<file path="src/inc/rrs_pkg.sv">
// Purpose: Shared constants and types for the return/rotate/subtract execute slice.
// Assumes: 14-bit instruction words, 8-bit data, 32-bit AHB-Lite register port.
// Notes: Contract list below.
// Contract
// - Literal return loads accumulator, pops top to counter
// - Literal return: one word, two cycles
// - Plain return pops stack; two cycles; flags unchanged
// - Rotate right through carry, one cycle
// - Rotate left through carry, one cycle
// - Destination bit: 0 accumulator, 1 file
// - File operand is 7 bits, 0..127
// - Halt clears dog timer/prescaler, sets elapsed, clears halted
// - Halt enters low power, oscillator stopped
// - Literal minus accumulator into accumulator, flags updated
// - File minus accumulator to destination, flags updated
// - No borrow leaves carry set
// - Borrow clears carry, result wraps
// - Zero result sets carry and zero
package rrs_pkg;

    // ==========================================
    // Widths and instruction fields
    // ==========================================
    localparam int RRS_DATA_W = 8;
    localparam int RRS_INSTR_W = 14;
    localparam int RRS_FADDR_W = 7;
    localparam int RRS_DEST_BIT = 7;
    localparam int RRS_LIT_MSB = 7;
    localparam int RRS_FADDR_MSB = 6;
    localparam int RRS_NIB_W = 4;

    // ==========================================
    // Opcodes
    // ==========================================
    localparam logic [3:0] RRS_OPC_RETLIT = 4'hd;
    localparam logic [13:0] RRS_OPC_RETURN = 14'h0008;
    localparam logic [13:0] RRS_OPC_HALT = 14'h0063;
    localparam logic [5:0] RRS_OPC_RRC = 6'h0c;
    localparam logic [5:0] RRS_OPC_RLC = 6'h0d;
    localparam logic [5:0] RRS_OPC_SUBFILE = 6'h02;
    localparam logic [4:0] RRS_OPC_SUBLIT = 5'h1e;

    // ==========================================
    // Register map and fields
    // ==========================================
    localparam int RRS_DEC_W = 8;
    localparam logic [7:0] RRS_ADDR_ACC = 8'h00;
    localparam logic [7:0] RRS_ADDR_STATUS = 8'h04;
    localparam logic [7:0] RRS_ADDR_CTRL = 8'h08;
    localparam int RRS_ST_CARRY = 0;
    localparam int RRS_ST_NIBBLE = 1;
    localparam int RRS_ST_ZERO = 2;
    localparam int RRS_ST_HALTED = 3;
    localparam int RRS_ST_ELAPSED = 4;
    localparam int RRS_ST_SLEEPING = 5;
    localparam int RRS_CTRL_WAKE = 0;

    localparam logic [7:0] RRS_ACC_RST = 8'h00;
    localparam logic RRS_HALTED_RST = 1'b1;
    localparam logic RRS_ELAPSED_RST = 1'b1;
    localparam logic [1:0] RRS_HTRANS_NONSEQ = 2'h2;

    // ==========================================
    // Types
    // ==========================================
    typedef struct packed {
        logic zero;
        logic nibble_carry_flag;
        logic carry;
    } rrs_flags_t;

    typedef struct packed {
        logic we;
        logic [RRS_FADDR_W-1:0] addr;
        logic [RRS_DATA_W-1:0] data;
    } rrs_file_wr_t;

    typedef enum logic [1:0] {
        RRS_RUN,
        RRS_RET_FLUSH,
        RRS_SLEEP
    } rrs_state_t;

    typedef enum logic [2:0] {
        RRS_OP_OTHER,
        RRS_OP_RETLIT,
        RRS_OP_RETURN,
        RRS_OP_RRC,
        RRS_OP_RLC,
        RRS_OP_HALT,
        RRS_OP_SUBLIT,
        RRS_OP_SUBFILE
    } rrs_op_t;

endpackage

</file>
<file path="src/hw/rrs_exec.sv">
// Purpose: Execute slice for returns, rotates through carry, halt and subtracts.
// Assumes: File operand data arrives with the instruction; stack top is valid when taken.
// Notes: Registers reached over AHB-Lite, zero wait states, always OKAY.
`timescale 1ns/1ps
module rrs_exec
    import rrs_pkg::*;
#(
    parameter int PC_W = 13
)
(
    input wire logic clock_i,
    input wire logic rst_n_i,
    // AHB-Lite slave
    input wire logic hsel_i,
    input wire logic [31:0] haddr_i,
    input wire logic [1:0] htrans_i,
    input wire logic hwrite_i,
    input wire logic [2:0] hsize_i,
    input wire logic [31:0] hwdata_i,
    input wire logic hready_i,
    output logic [31:0] hrdata_o,
    output logic hreadyout_o,
    output logic hresp_o,
    // Instruction issue
    input wire logic instr_valid_i,
    input wire logic [RRS_INSTR_W-1:0] instr_i,
    output logic instr_ready_o,
    input wire logic [RRS_DATA_W-1:0] file_rdata_i,
    // Return stack and program counter
    input wire logic [PC_W-1:0] stack_top_entry_i,
    output logic stack_pop_o,
    output logic pc_load_o,
    output logic [PC_W-1:0] pc_value_o,
    output logic fetch_discard_o,
    // Results
    output rrs_file_wr_t file_wr_o,
    output logic [RRS_DATA_W-1:0] acc_o,
    output rrs_flags_t flags_o,
    output logic elapsed_status_flag_o,
    output logic halted_status_flag_o,
    // Watchdog and oscillator
    output logic dog_timer_count_clear_o,
    output logic dog_prescale_clear_o,
    output logic osc_stop_o,
    input wire logic wake_i
);

    generate
        if (PC_W < 1 || PC_W > 16)
        begin : g_bad_pc
            $error("rrs_exec: PC_W must be 1..16");
        end
    endgenerate

    // ==========================================
    // Declarations
    // ==========================================
    rrs_state_t state_ff;
    rrs_state_t nxt_state;
    rrs_op_t op;
    logic take;
    logic dest_file;
    logic [RRS_FADDR_W-1:0] faddr;
    logic [RRS_DATA_W-1:0] literal;
    logic [RRS_DATA_W-1:0] sub_a;
    logic [RRS_DATA_W-1:0] sub_diff;
    rrs_flags_t sub_flags;
    logic [RRS_DATA_W-1:0] rot_res;
    logic rot_carry;

    logic [RRS_DATA_W-1:0] acc_ff;
    rrs_flags_t flags_ff;
    logic elapsed_ff;
    logic halted_ff;
    rrs_file_wr_t file_wr_ff;
    logic pc_load_ff;
    logic [PC_W-1:0] pc_value_ff;
    logic dog_clear_ff;

    logic wr_pend_ff;
    logic [RRS_DEC_W-1:0] wr_addr_ff;
    logic [31:0] hrdata_ff;
    logic addr_phase;
    logic sw_acc_we;
    logic sw_status_we;
    logic sw_wake;
    logic [31:0] rd_mux;

    // ==========================================
    // Decode
    // ==========================================
    always_comb
    begin
        op = RRS_OP_OTHER;
        if (instr_i[RRS_INSTR_W-1 -: $bits(RRS_OPC_RETLIT)] == RRS_OPC_RETLIT)
        begin
            op = RRS_OP_RETLIT;
        end
        else if (instr_i == RRS_OPC_RETURN)
        begin
            op = RRS_OP_RETURN;
        end
        else if (instr_i == RRS_OPC_HALT)
        begin
            op = RRS_OP_HALT;
        end
        else if (instr_i[RRS_INSTR_W-1 -: $bits(RRS_OPC_RRC)] == RRS_OPC_RRC)
        begin
            op = RRS_OP_RRC;
        end
        else if (instr_i[RRS_INSTR_W-1 -: $bits(RRS_OPC_RLC)] == RRS_OPC_RLC)
        begin
            op = RRS_OP_RLC;
        end
        else if (instr_i[RRS_INSTR_W-1 -: $bits(RRS_OPC_SUBFILE)] == RRS_OPC_SUBFILE)
        begin
            op = RRS_OP_SUBFILE;
        end
        else if (instr_i[RRS_INSTR_W-1 -: $bits(RRS_OPC_SUBLIT)] == RRS_OPC_SUBLIT)
        begin
            op = RRS_OP_SUBLIT;
        end
    end

    assign instr_ready_o = (state_ff == RRS_RUN);
    assign take = instr_valid_i & instr_ready_o;
    assign dest_file = instr_i[RRS_DEST_BIT];
    assign faddr = instr_i[RRS_FADDR_MSB:0];
    assign literal = instr_i[RRS_LIT_MSB:0];

    // ==========================================
    // Datapath
    // ==========================================
    assign sub_a = (op == RRS_OP_SUBLIT) ? literal : file_rdata_i;

    rrs_sub8 #(
        .W(RRS_DATA_W)
    ) u_sub (
        .minuend_i(sub_a),
        .subtrahend_i(acc_ff),
        .diff_o(sub_diff),
        .flags_o(sub_flags)
    );

    always_comb
    begin
        if (op == RRS_OP_RRC)
        begin
            rot_res = {flags_ff.carry, file_rdata_i[RRS_DATA_W-1:1]};
            rot_carry = file_rdata_i[0];
        end
        else
        begin
            rot_res = {file_rdata_i[RRS_DATA_W-2:0], flags_ff.carry};
            rot_carry = file_rdata_i[RRS_DATA_W-1];
        end
    end

    // ==========================================
    // Sequencer
    // ==========================================
    always_comb
    begin
        nxt_state = state_ff;
        unique case (state_ff)
            RRS_RUN:
            begin
                if (take && (op == RRS_OP_RETLIT || op == RRS_OP_RETURN))
                begin
                    nxt_state = RRS_RET_FLUSH;
                end
                else if (take && op == RRS_OP_HALT)
                begin
                    nxt_state = RRS_SLEEP;
                end
            end
            RRS_RET_FLUSH:
            begin
                nxt_state = RRS_RUN;
            end
            RRS_SLEEP:
            begin
                if (wake_i || sw_wake)
                begin
                    nxt_state = RRS_RUN;
                end
            end
        endcase
    end

    always_ff @(posedge clock_i or negedge rst_n_i)
    begin
        if (!rst_n_i)
        begin
            state_ff <= RRS_RUN;
        end
        else
        begin
            state_ff <= nxt_state;
        end
    end

    // ==========================================
    // Program counter and stack
    // ==========================================
    // Pulses last the second cycle of the two, the one after the take; the next cycle refetches
    always_ff @(posedge clock_i or negedge rst_n_i)
    begin
        if (!rst_n_i)
        begin
            pc_load_ff <= 1'b0;
            pc_value_ff <= '0;
        end
        else
        begin
            pc_load_ff <= take && (op == RRS_OP_RETLIT || op == RRS_OP_RETURN);
            if (take && (op == RRS_OP_RETLIT || op == RRS_OP_RETURN))
            begin
                pc_value_ff <= stack_top_entry_i;
            end
        end
    end

    assign pc_load_o = pc_load_ff;
    assign stack_pop_o = pc_load_ff;
    assign fetch_discard_o = pc_load_ff;
    assign pc_value_o = pc_value_ff;

    // ==========================================
    // Accumulator
    // ==========================================
    // Instruction write wins over a same-cycle bus write
    always_ff @(posedge clock_i or negedge rst_n_i)
    begin
        if (!rst_n_i)
        begin
            acc_ff <= RRS_ACC_RST;
        end
        else if (take && op == RRS_OP_RETLIT)
        begin
            acc_ff <= literal;
        end
        else if (take && op == RRS_OP_SUBLIT)
        begin
            acc_ff <= sub_diff;
        end
        else if (take && op == RRS_OP_SUBFILE && !dest_file)
        begin
            acc_ff <= sub_diff;
        end
        else if (take && (op == RRS_OP_RRC || op == RRS_OP_RLC) && !dest_file)
        begin
            acc_ff <= rot_res;
        end
        else if (sw_acc_we)
        begin
            acc_ff <= hwdata_i[RRS_DATA_W-1:0];
        end
    end

    assign acc_o = acc_ff;

    // ==========================================
    // Arithmetic flags
    // ==========================================
    // Returns leave flags alone by falling through
    always_ff @(posedge clock_i or negedge rst_n_i)
    begin
        if (!rst_n_i)
        begin
            flags_ff <= '0;
        end
        else if (take && (op == RRS_OP_SUBLIT || op == RRS_OP_SUBFILE))
        begin
            flags_ff <= sub_flags;
        end
        else if (take && (op == RRS_OP_RRC || op == RRS_OP_RLC))
        begin
            flags_ff.carry <= rot_carry;
        end
        else if (sw_status_we)
        begin
            flags_ff.carry <= hwdata_i[RRS_ST_CARRY];
            flags_ff.nibble_carry_flag <= hwdata_i[RRS_ST_NIBBLE];
            flags_ff.zero <= hwdata_i[RRS_ST_ZERO];
        end
    end

    assign flags_o = flags_ff;

    // ==========================================
    // File write-back
    // ==========================================
    always_ff @(posedge clock_i or negedge rst_n_i)
    begin
        if (!rst_n_i)
        begin
            file_wr_ff <= '0;
        end
        else
        begin
            file_wr_ff.we <= take && dest_file
                && (op == RRS_OP_RRC || op == RRS_OP_RLC || op == RRS_OP_SUBFILE);
            file_wr_ff.addr <= faddr;
            file_wr_ff.data <= (op == RRS_OP_SUBFILE) ? sub_diff : rot_res;
        end
    end

    assign file_wr_o = file_wr_ff;

    // ==========================================
    // Halt, watchdog and power status
    // ==========================================
    always_ff @(posedge clock_i or negedge rst_n_i)
    begin
        if (!rst_n_i)
        begin
            elapsed_ff <= RRS_ELAPSED_RST;
            halted_ff <= RRS_HALTED_RST;
            dog_clear_ff <= 1'b0;
        end
        else
        begin
            dog_clear_ff <= take && op == RRS_OP_HALT;
            if (take && op == RRS_OP_HALT)
            begin
                elapsed_ff <= 1'b1;
                halted_ff <= 1'b0;
            end
        end
    end

    assign elapsed_status_flag_o = elapsed_ff;
    assign halted_status_flag_o = halted_ff;
    assign dog_timer_count_clear_o = dog_clear_ff;
    assign dog_prescale_clear_o = dog_clear_ff;
    assign osc_stop_o = (state_ff == RRS_SLEEP);

    // ==========================================
    // AHB-Lite slave
    // ==========================================
    // Zero wait states keep the bus simple; reads show state at the address edge
    assign addr_phase = hsel_i && hready_i && (htrans_i == RRS_HTRANS_NONSEQ || htrans_i[1]);
    assign sw_acc_we = wr_pend_ff && (wr_addr_ff == RRS_ADDR_ACC);
    assign sw_status_we = wr_pend_ff && (wr_addr_ff == RRS_ADDR_STATUS);
    assign sw_wake = wr_pend_ff && (wr_addr_ff == RRS_ADDR_CTRL) && hwdata_i[RRS_CTRL_WAKE];

    always_comb
    begin
        rd_mux = '0;
        unique case (haddr_i[RRS_DEC_W-1:0])
            RRS_ADDR_ACC:
            begin
                rd_mux[RRS_DATA_W-1:0] = acc_ff;
            end
            RRS_ADDR_STATUS:
            begin
                rd_mux[RRS_ST_CARRY] = flags_ff.carry;
                rd_mux[RRS_ST_NIBBLE] = flags_ff.nibble_carry_flag;
                rd_mux[RRS_ST_ZERO] = flags_ff.zero;
                rd_mux[RRS_ST_HALTED] = halted_ff;
                rd_mux[RRS_ST_ELAPSED] = elapsed_ff;
                rd_mux[RRS_ST_SLEEPING] = (state_ff == RRS_SLEEP);
            end
            default:
            begin
                rd_mux = '0;
            end
        endcase
    end

    always_ff @(posedge clock_i or negedge rst_n_i)
    begin
        if (!rst_n_i)
        begin
            wr_pend_ff <= 1'b0;
            wr_addr_ff <= '0;
            hrdata_ff <= '0;
        end
        else
        begin
            wr_pend_ff <= addr_phase && hwrite_i;
            if (addr_phase)
            begin
                wr_addr_ff <= haddr_i[RRS_DEC_W-1:0];
            end
            if (addr_phase && !hwrite_i)
            begin
                hrdata_ff <= rd_mux;
            end
        end
    end

    assign hrdata_o = hrdata_ff;
    assign hreadyout_o = 1'b1;
    assign hresp_o = 1'b0;

endmodule

</file>
<file path="src/hw/rrs_sub8.sv">
// Purpose: Two's complement subtractor with carry, nibble carry and zero.
// Assumes: Carry means no borrow, as in the core's subtract convention.
// Notes: Purely combinational.
`timescale 1ns/1ps
module rrs_sub8
    import rrs_pkg::*;
#(
    parameter int W = RRS_DATA_W
)
(
    input wire logic [W-1:0] minuend_i,
    input wire logic [W-1:0] subtrahend_i,
    output logic [W-1:0] diff_o,
    output rrs_flags_t flags_o
);

    // Nibble carry needs a full low nibble below the msb
    generate
        if (W <= RRS_NIB_W)
        begin : g_bad_width
            $error("rrs_sub8: W must exceed the nibble width");
        end
    endgenerate

    logic [W:0] full;
    logic [RRS_NIB_W:0] low;

    // ==========================================
    // Subtract
    // ==========================================
    always_comb
    begin
        full = {1'b0, minuend_i} - {1'b0, subtrahend_i};
        low = {1'b0, minuend_i[RRS_NIB_W-1:0]} - {1'b0, subtrahend_i[RRS_NIB_W-1:0]};
        diff_o = full[W-1:0];
        flags_o.carry = ~full[W];
        flags_o.nibble_carry_flag = ~low[RRS_NIB_W];
        flags_o.zero = (full[W-1:0] == '0);
    end

endmodule

</file>
<file path="config.mk">
export PLATFORM = sky130hd
export DESIGN_NAME = rrs_exec
export DESIGN_NICKNAME = d
export VERILOG_FILES = /design/src/inc/rrs_pkg.sv /design/src/hw/rrs_exec.sv /design/src/hw/rrs_sub8.sv
export SDC_FILE = /design/constraint.sdc
export NUM_CORES = 1
export LEC_CHECK = 0
export BUFFER_PORTS_ARGS = -buffer_cell sky130_fd_sc_hd__buf_2
export CAP_MARGIN = 40
export CORE_UTILIZATION = 46
export DETAILED_ROUTE_END_ITERATION = 8
export HOLD_SLACK_MARGIN = 0.12
export PLACE_DENSITY_LB_ADDON = 0.25
export SLEW_MARGIN = 15
export SYNTH_ARGS = -nofsm -noshare
export SYNTH_HDL_FRONTEND = slang
export SYNTH_SLANG_ARGS = --single-unit
</file>
<file path="constraint.sdc">
create_clock -name clock_i -period 2.29 [get_ports clock_i]
set_input_delay 0.458 -clock clock_i [delete_from_list [all_inputs] [get_ports clock_i]]
set_output_delay 0.458 -clock clock_i [all_outputs]
set_load 0.005 [all_outputs]
</file>
==> summary.txt <==
Die X - 92.1 µm
Crit path capture type - flop
EDFF count, synth - 0
Setup_tns - -1.83 ns
IO buf count - 114
Antenna diode count - 0
Internal power - 3090 µW
Maxcap violations - 0
Dpl cell area - 0.00490 mm²
PD cells - 914 mW/mm²
Sequential Power Share - 32.1%
CP Cell Sequence - buf_6 -> nand3b_1 -> nor2_4 -> buf_12 -> mux2_4 -> ha_4 -> nor2b_2 -> o31a_1 -> o31a_1 -> a21oi_4 -> nor3_2 -> a22o_1
Largest net degree at the start of global routing - 37
RSZ-0062 raised after global routing - yes
Hold Slack - 0.116 ns
Row cnt - 32
Global-route usage over all layers - 27.4%
Crit share post-route - 112%
Most common cell after layout, fill and taps aside - buf_2
Area of the multi-input gates - 0.00214 mm²
Yosys top cell by area - dfrtp_1
Top delay family on crit path - compound AO/OA/AOI/OAI gates
First-pass GRT wire length - 17700 µm
HP Class - input pin to asynchronous set/reset pin
Top area cells in the synthesized netlist - dfrtp_1 (41%), mux2_2 (6.6%), buf_4 (6.2%)
Final hold vios - 0
Via density per instance - 5.42
H-tree levels - 3
Vias in the first global route - 3561
Switching power share of the total - 36.8%
Later-pin clock latency in the skew report - 0.35 ns
Layout Cells excl Fill - 665
Inst Count DP - 638
Outcome - finished with violations
Remaining antenna violation count - 0
Max incr delay on CP - 0.34 ns
Final setup viols - 10
GP Congestion - 0.935
Failing checks - setup timing
Initial DRC Count - 169
Post-synthesis cell count - 361
Register area - 0.00155 mm²
#FFs+latches synth - 62
Die area - 0.00848 mm²
Peak supply drop - 628 µV
Post-synth ARST share - 100%
Avg Inst Size Synth - 10.3 µm²
Gr ovfl total - 0
Netlist cell types - 61
Clock transition at path regs - 0.08 ns
Core ar. - 0.00781 mm²
Root Buffer - clkbuf_8
Yosys warns - 0
Most frequent cells in the layout - buf_2 (113), buf_4 (85), dfrtp_1 (61)
Synth-to-layout area growth - 43.0%
Clk sinks - 62
Critical path class - input pin to flop
Die height - 92.1 µm
Initial antenna violation count - 0
CP startpoint kind - input pin
Clk_skew - 0.00856 ns
Min cycle time layout - 2.56 ns
Share of cells above drive strength 1 - 49.0%
Initial Util - 47.8%
Worst slew margin - 55.6%
Worst Path Required - 2.53 ns
Final nets - 680
Syn Std Cell Area - 0.00373 mm²
DR DRC count - 0
Slew Viols, Final - 0
Main synth FF type - dfrtp_1
Slowest cell on crit path - o31a_1
Seq/Total Area, Yosys - 41.6%
Max Freq - 391 MHz
Comb pwr share - 49.6%
Clk network pwr share - 18.3%
P_sw - 1800 µW
Longest Clk Path Bufs - 2
P_leak - 0.00277 µW
Final setup margin - -0.270 ns
CTS Hold Bufs - 0
Via count - 3603
TritonCTS clock tree - built
TritonCTS buffer count - 9
Worst Path Buf+Inv - 2
CP max FO - 7
Final Cell Area - 0.00534 mm²
Crit path DAT - 2.80 ns
# IOs - 194
Fillcell total - 614
Actual slew at the worst max-slew pin - 0.661 ns
Crit path top cell by count - o31a_1
Drt total wl - 11200 µm
1st-pass router iterations - 6
Share of the synthesized area in the top cell type - 40.9%
Post-DR wirelength/cell - 16.9 µm
HPWL after DPL - 8440 µm
logic make-up after synthesis:
family,share of synthesized area [%]
AOI/OAI and AO/OA,14.2
muxes,14.4
buffers and inverters,9.31
DFF,41.6
xor gates and xnor gates,0.938
adders and majority gates,3.89
and+or+nand+nor,15.5
other,0.201
routing by layer:
layer	track usage [%]	vias to the layer above	share of wire (%)
met5	0	-	0
met4	13.7	0	3.6
met3	5.31	39	7.5
met2	44.7	173	47
met1	34.8	1741	42
li1	-	1650	-
synth_stat cells, types with 3 or more instances:
cell / n
a21oi_1: 15
mux2_2: 22
nor2_1: 25
nand4_1: 3
nand2b_1: 4
nand2_1: 25
mux2_1: 8
a21o_1: 3
inv_1: 15
nor4_1: 3
ha_1: 10
or3b_1: 4
buf_4: 31
o2111ai_1: 5
nor3_1: 4
nand3b_1: 6
o211ai_1: 3
a22o_1: 3
a32o_1: 4
dfrtp_1: 61
mux2i_1: 20
o21a_1: 5
o21ai_0: 12
clkbuf_1: 7
a31oi_1: 3
nand3_1: 9
final timing paths:
path	end	slack [ns]	depth (start not counted)	start
max	flags_o[2]	-0.27	12	instr_i[9]
min	file_wr_o[12]	0.12	1	rst_n_i
max reg2reg	flags_o[2]	0.05	5	wr_addr_ff[4]
min reg2reg	hrdata_o[0]	0.48	2	hrdata_o[0]
max in group asynchronous	hrdata_o[5]	1.55	2	rst_n_i
min in group clock_i	file_wr_o[14]	0.29	1	instr_i[6]
state kept, by name (all words and copies together) (netlist names):
name	flops
file_wr_o	16
pc_value_o	13
acc_o	8
hrdata_o	8
wr_addr_ff	8
flags_o	3
state_ff	2
dog_prescale_clear_o	1
fetch_discard_o	1
halted_status_flag_o	1
wr_pend_ff	1
cell type report:
| class | instances | area share [%] |
|---|---|---|
| clock inverter | 7 | 1.03 |
| clock buffer | 9 | 2.32 |
| multi-input combinational | 267 | 40.1 |
| sequential | 62 | 29.1 |
| timing repair buffer | 203 | 24.1 |
| tap | 102 | 2.39 |
| inverter | 15 | 1.05 |
per-stage QoR:
stage               setup slack, ns  util (%)  total power (µW)
CTS                          -0.279      67.4              4770
global placement             -0.626      62.8              3590
detailed placement           -0.698      62.8              3640
finish                       -0.270      68.4              4880
global route                 -0.365      68.4              5200
floorplan                    -0.434         -              2630
worst reg2reg max path: cells and delay by family, from the launching register on:
family / cells / cell delay, ns
simple gates: 2 / 0.79
compound gates: 2 / 0.54
flops: 1 / 0.40
mux: 1 / 0.39
power groups by stage:
stage                     logic (µW)  registers [µW]  clock network [µW]
after detailed placement        2050            1580                   0
after global placement          2020            1570                   0
final                           2420            1570                 895
after CTS                       2300            1560                 913
after global routing            2640            1600                 954
after floorplan                 1070            1570                   0
repair_timing:
item                       CTS  global route
gates resized for setup     17            11
cloned                       0             0
pin swaps                   10            14
setup endpoints to repair   11            16
buffers inserted             8             5
Power figures use the tool's default switching activity.
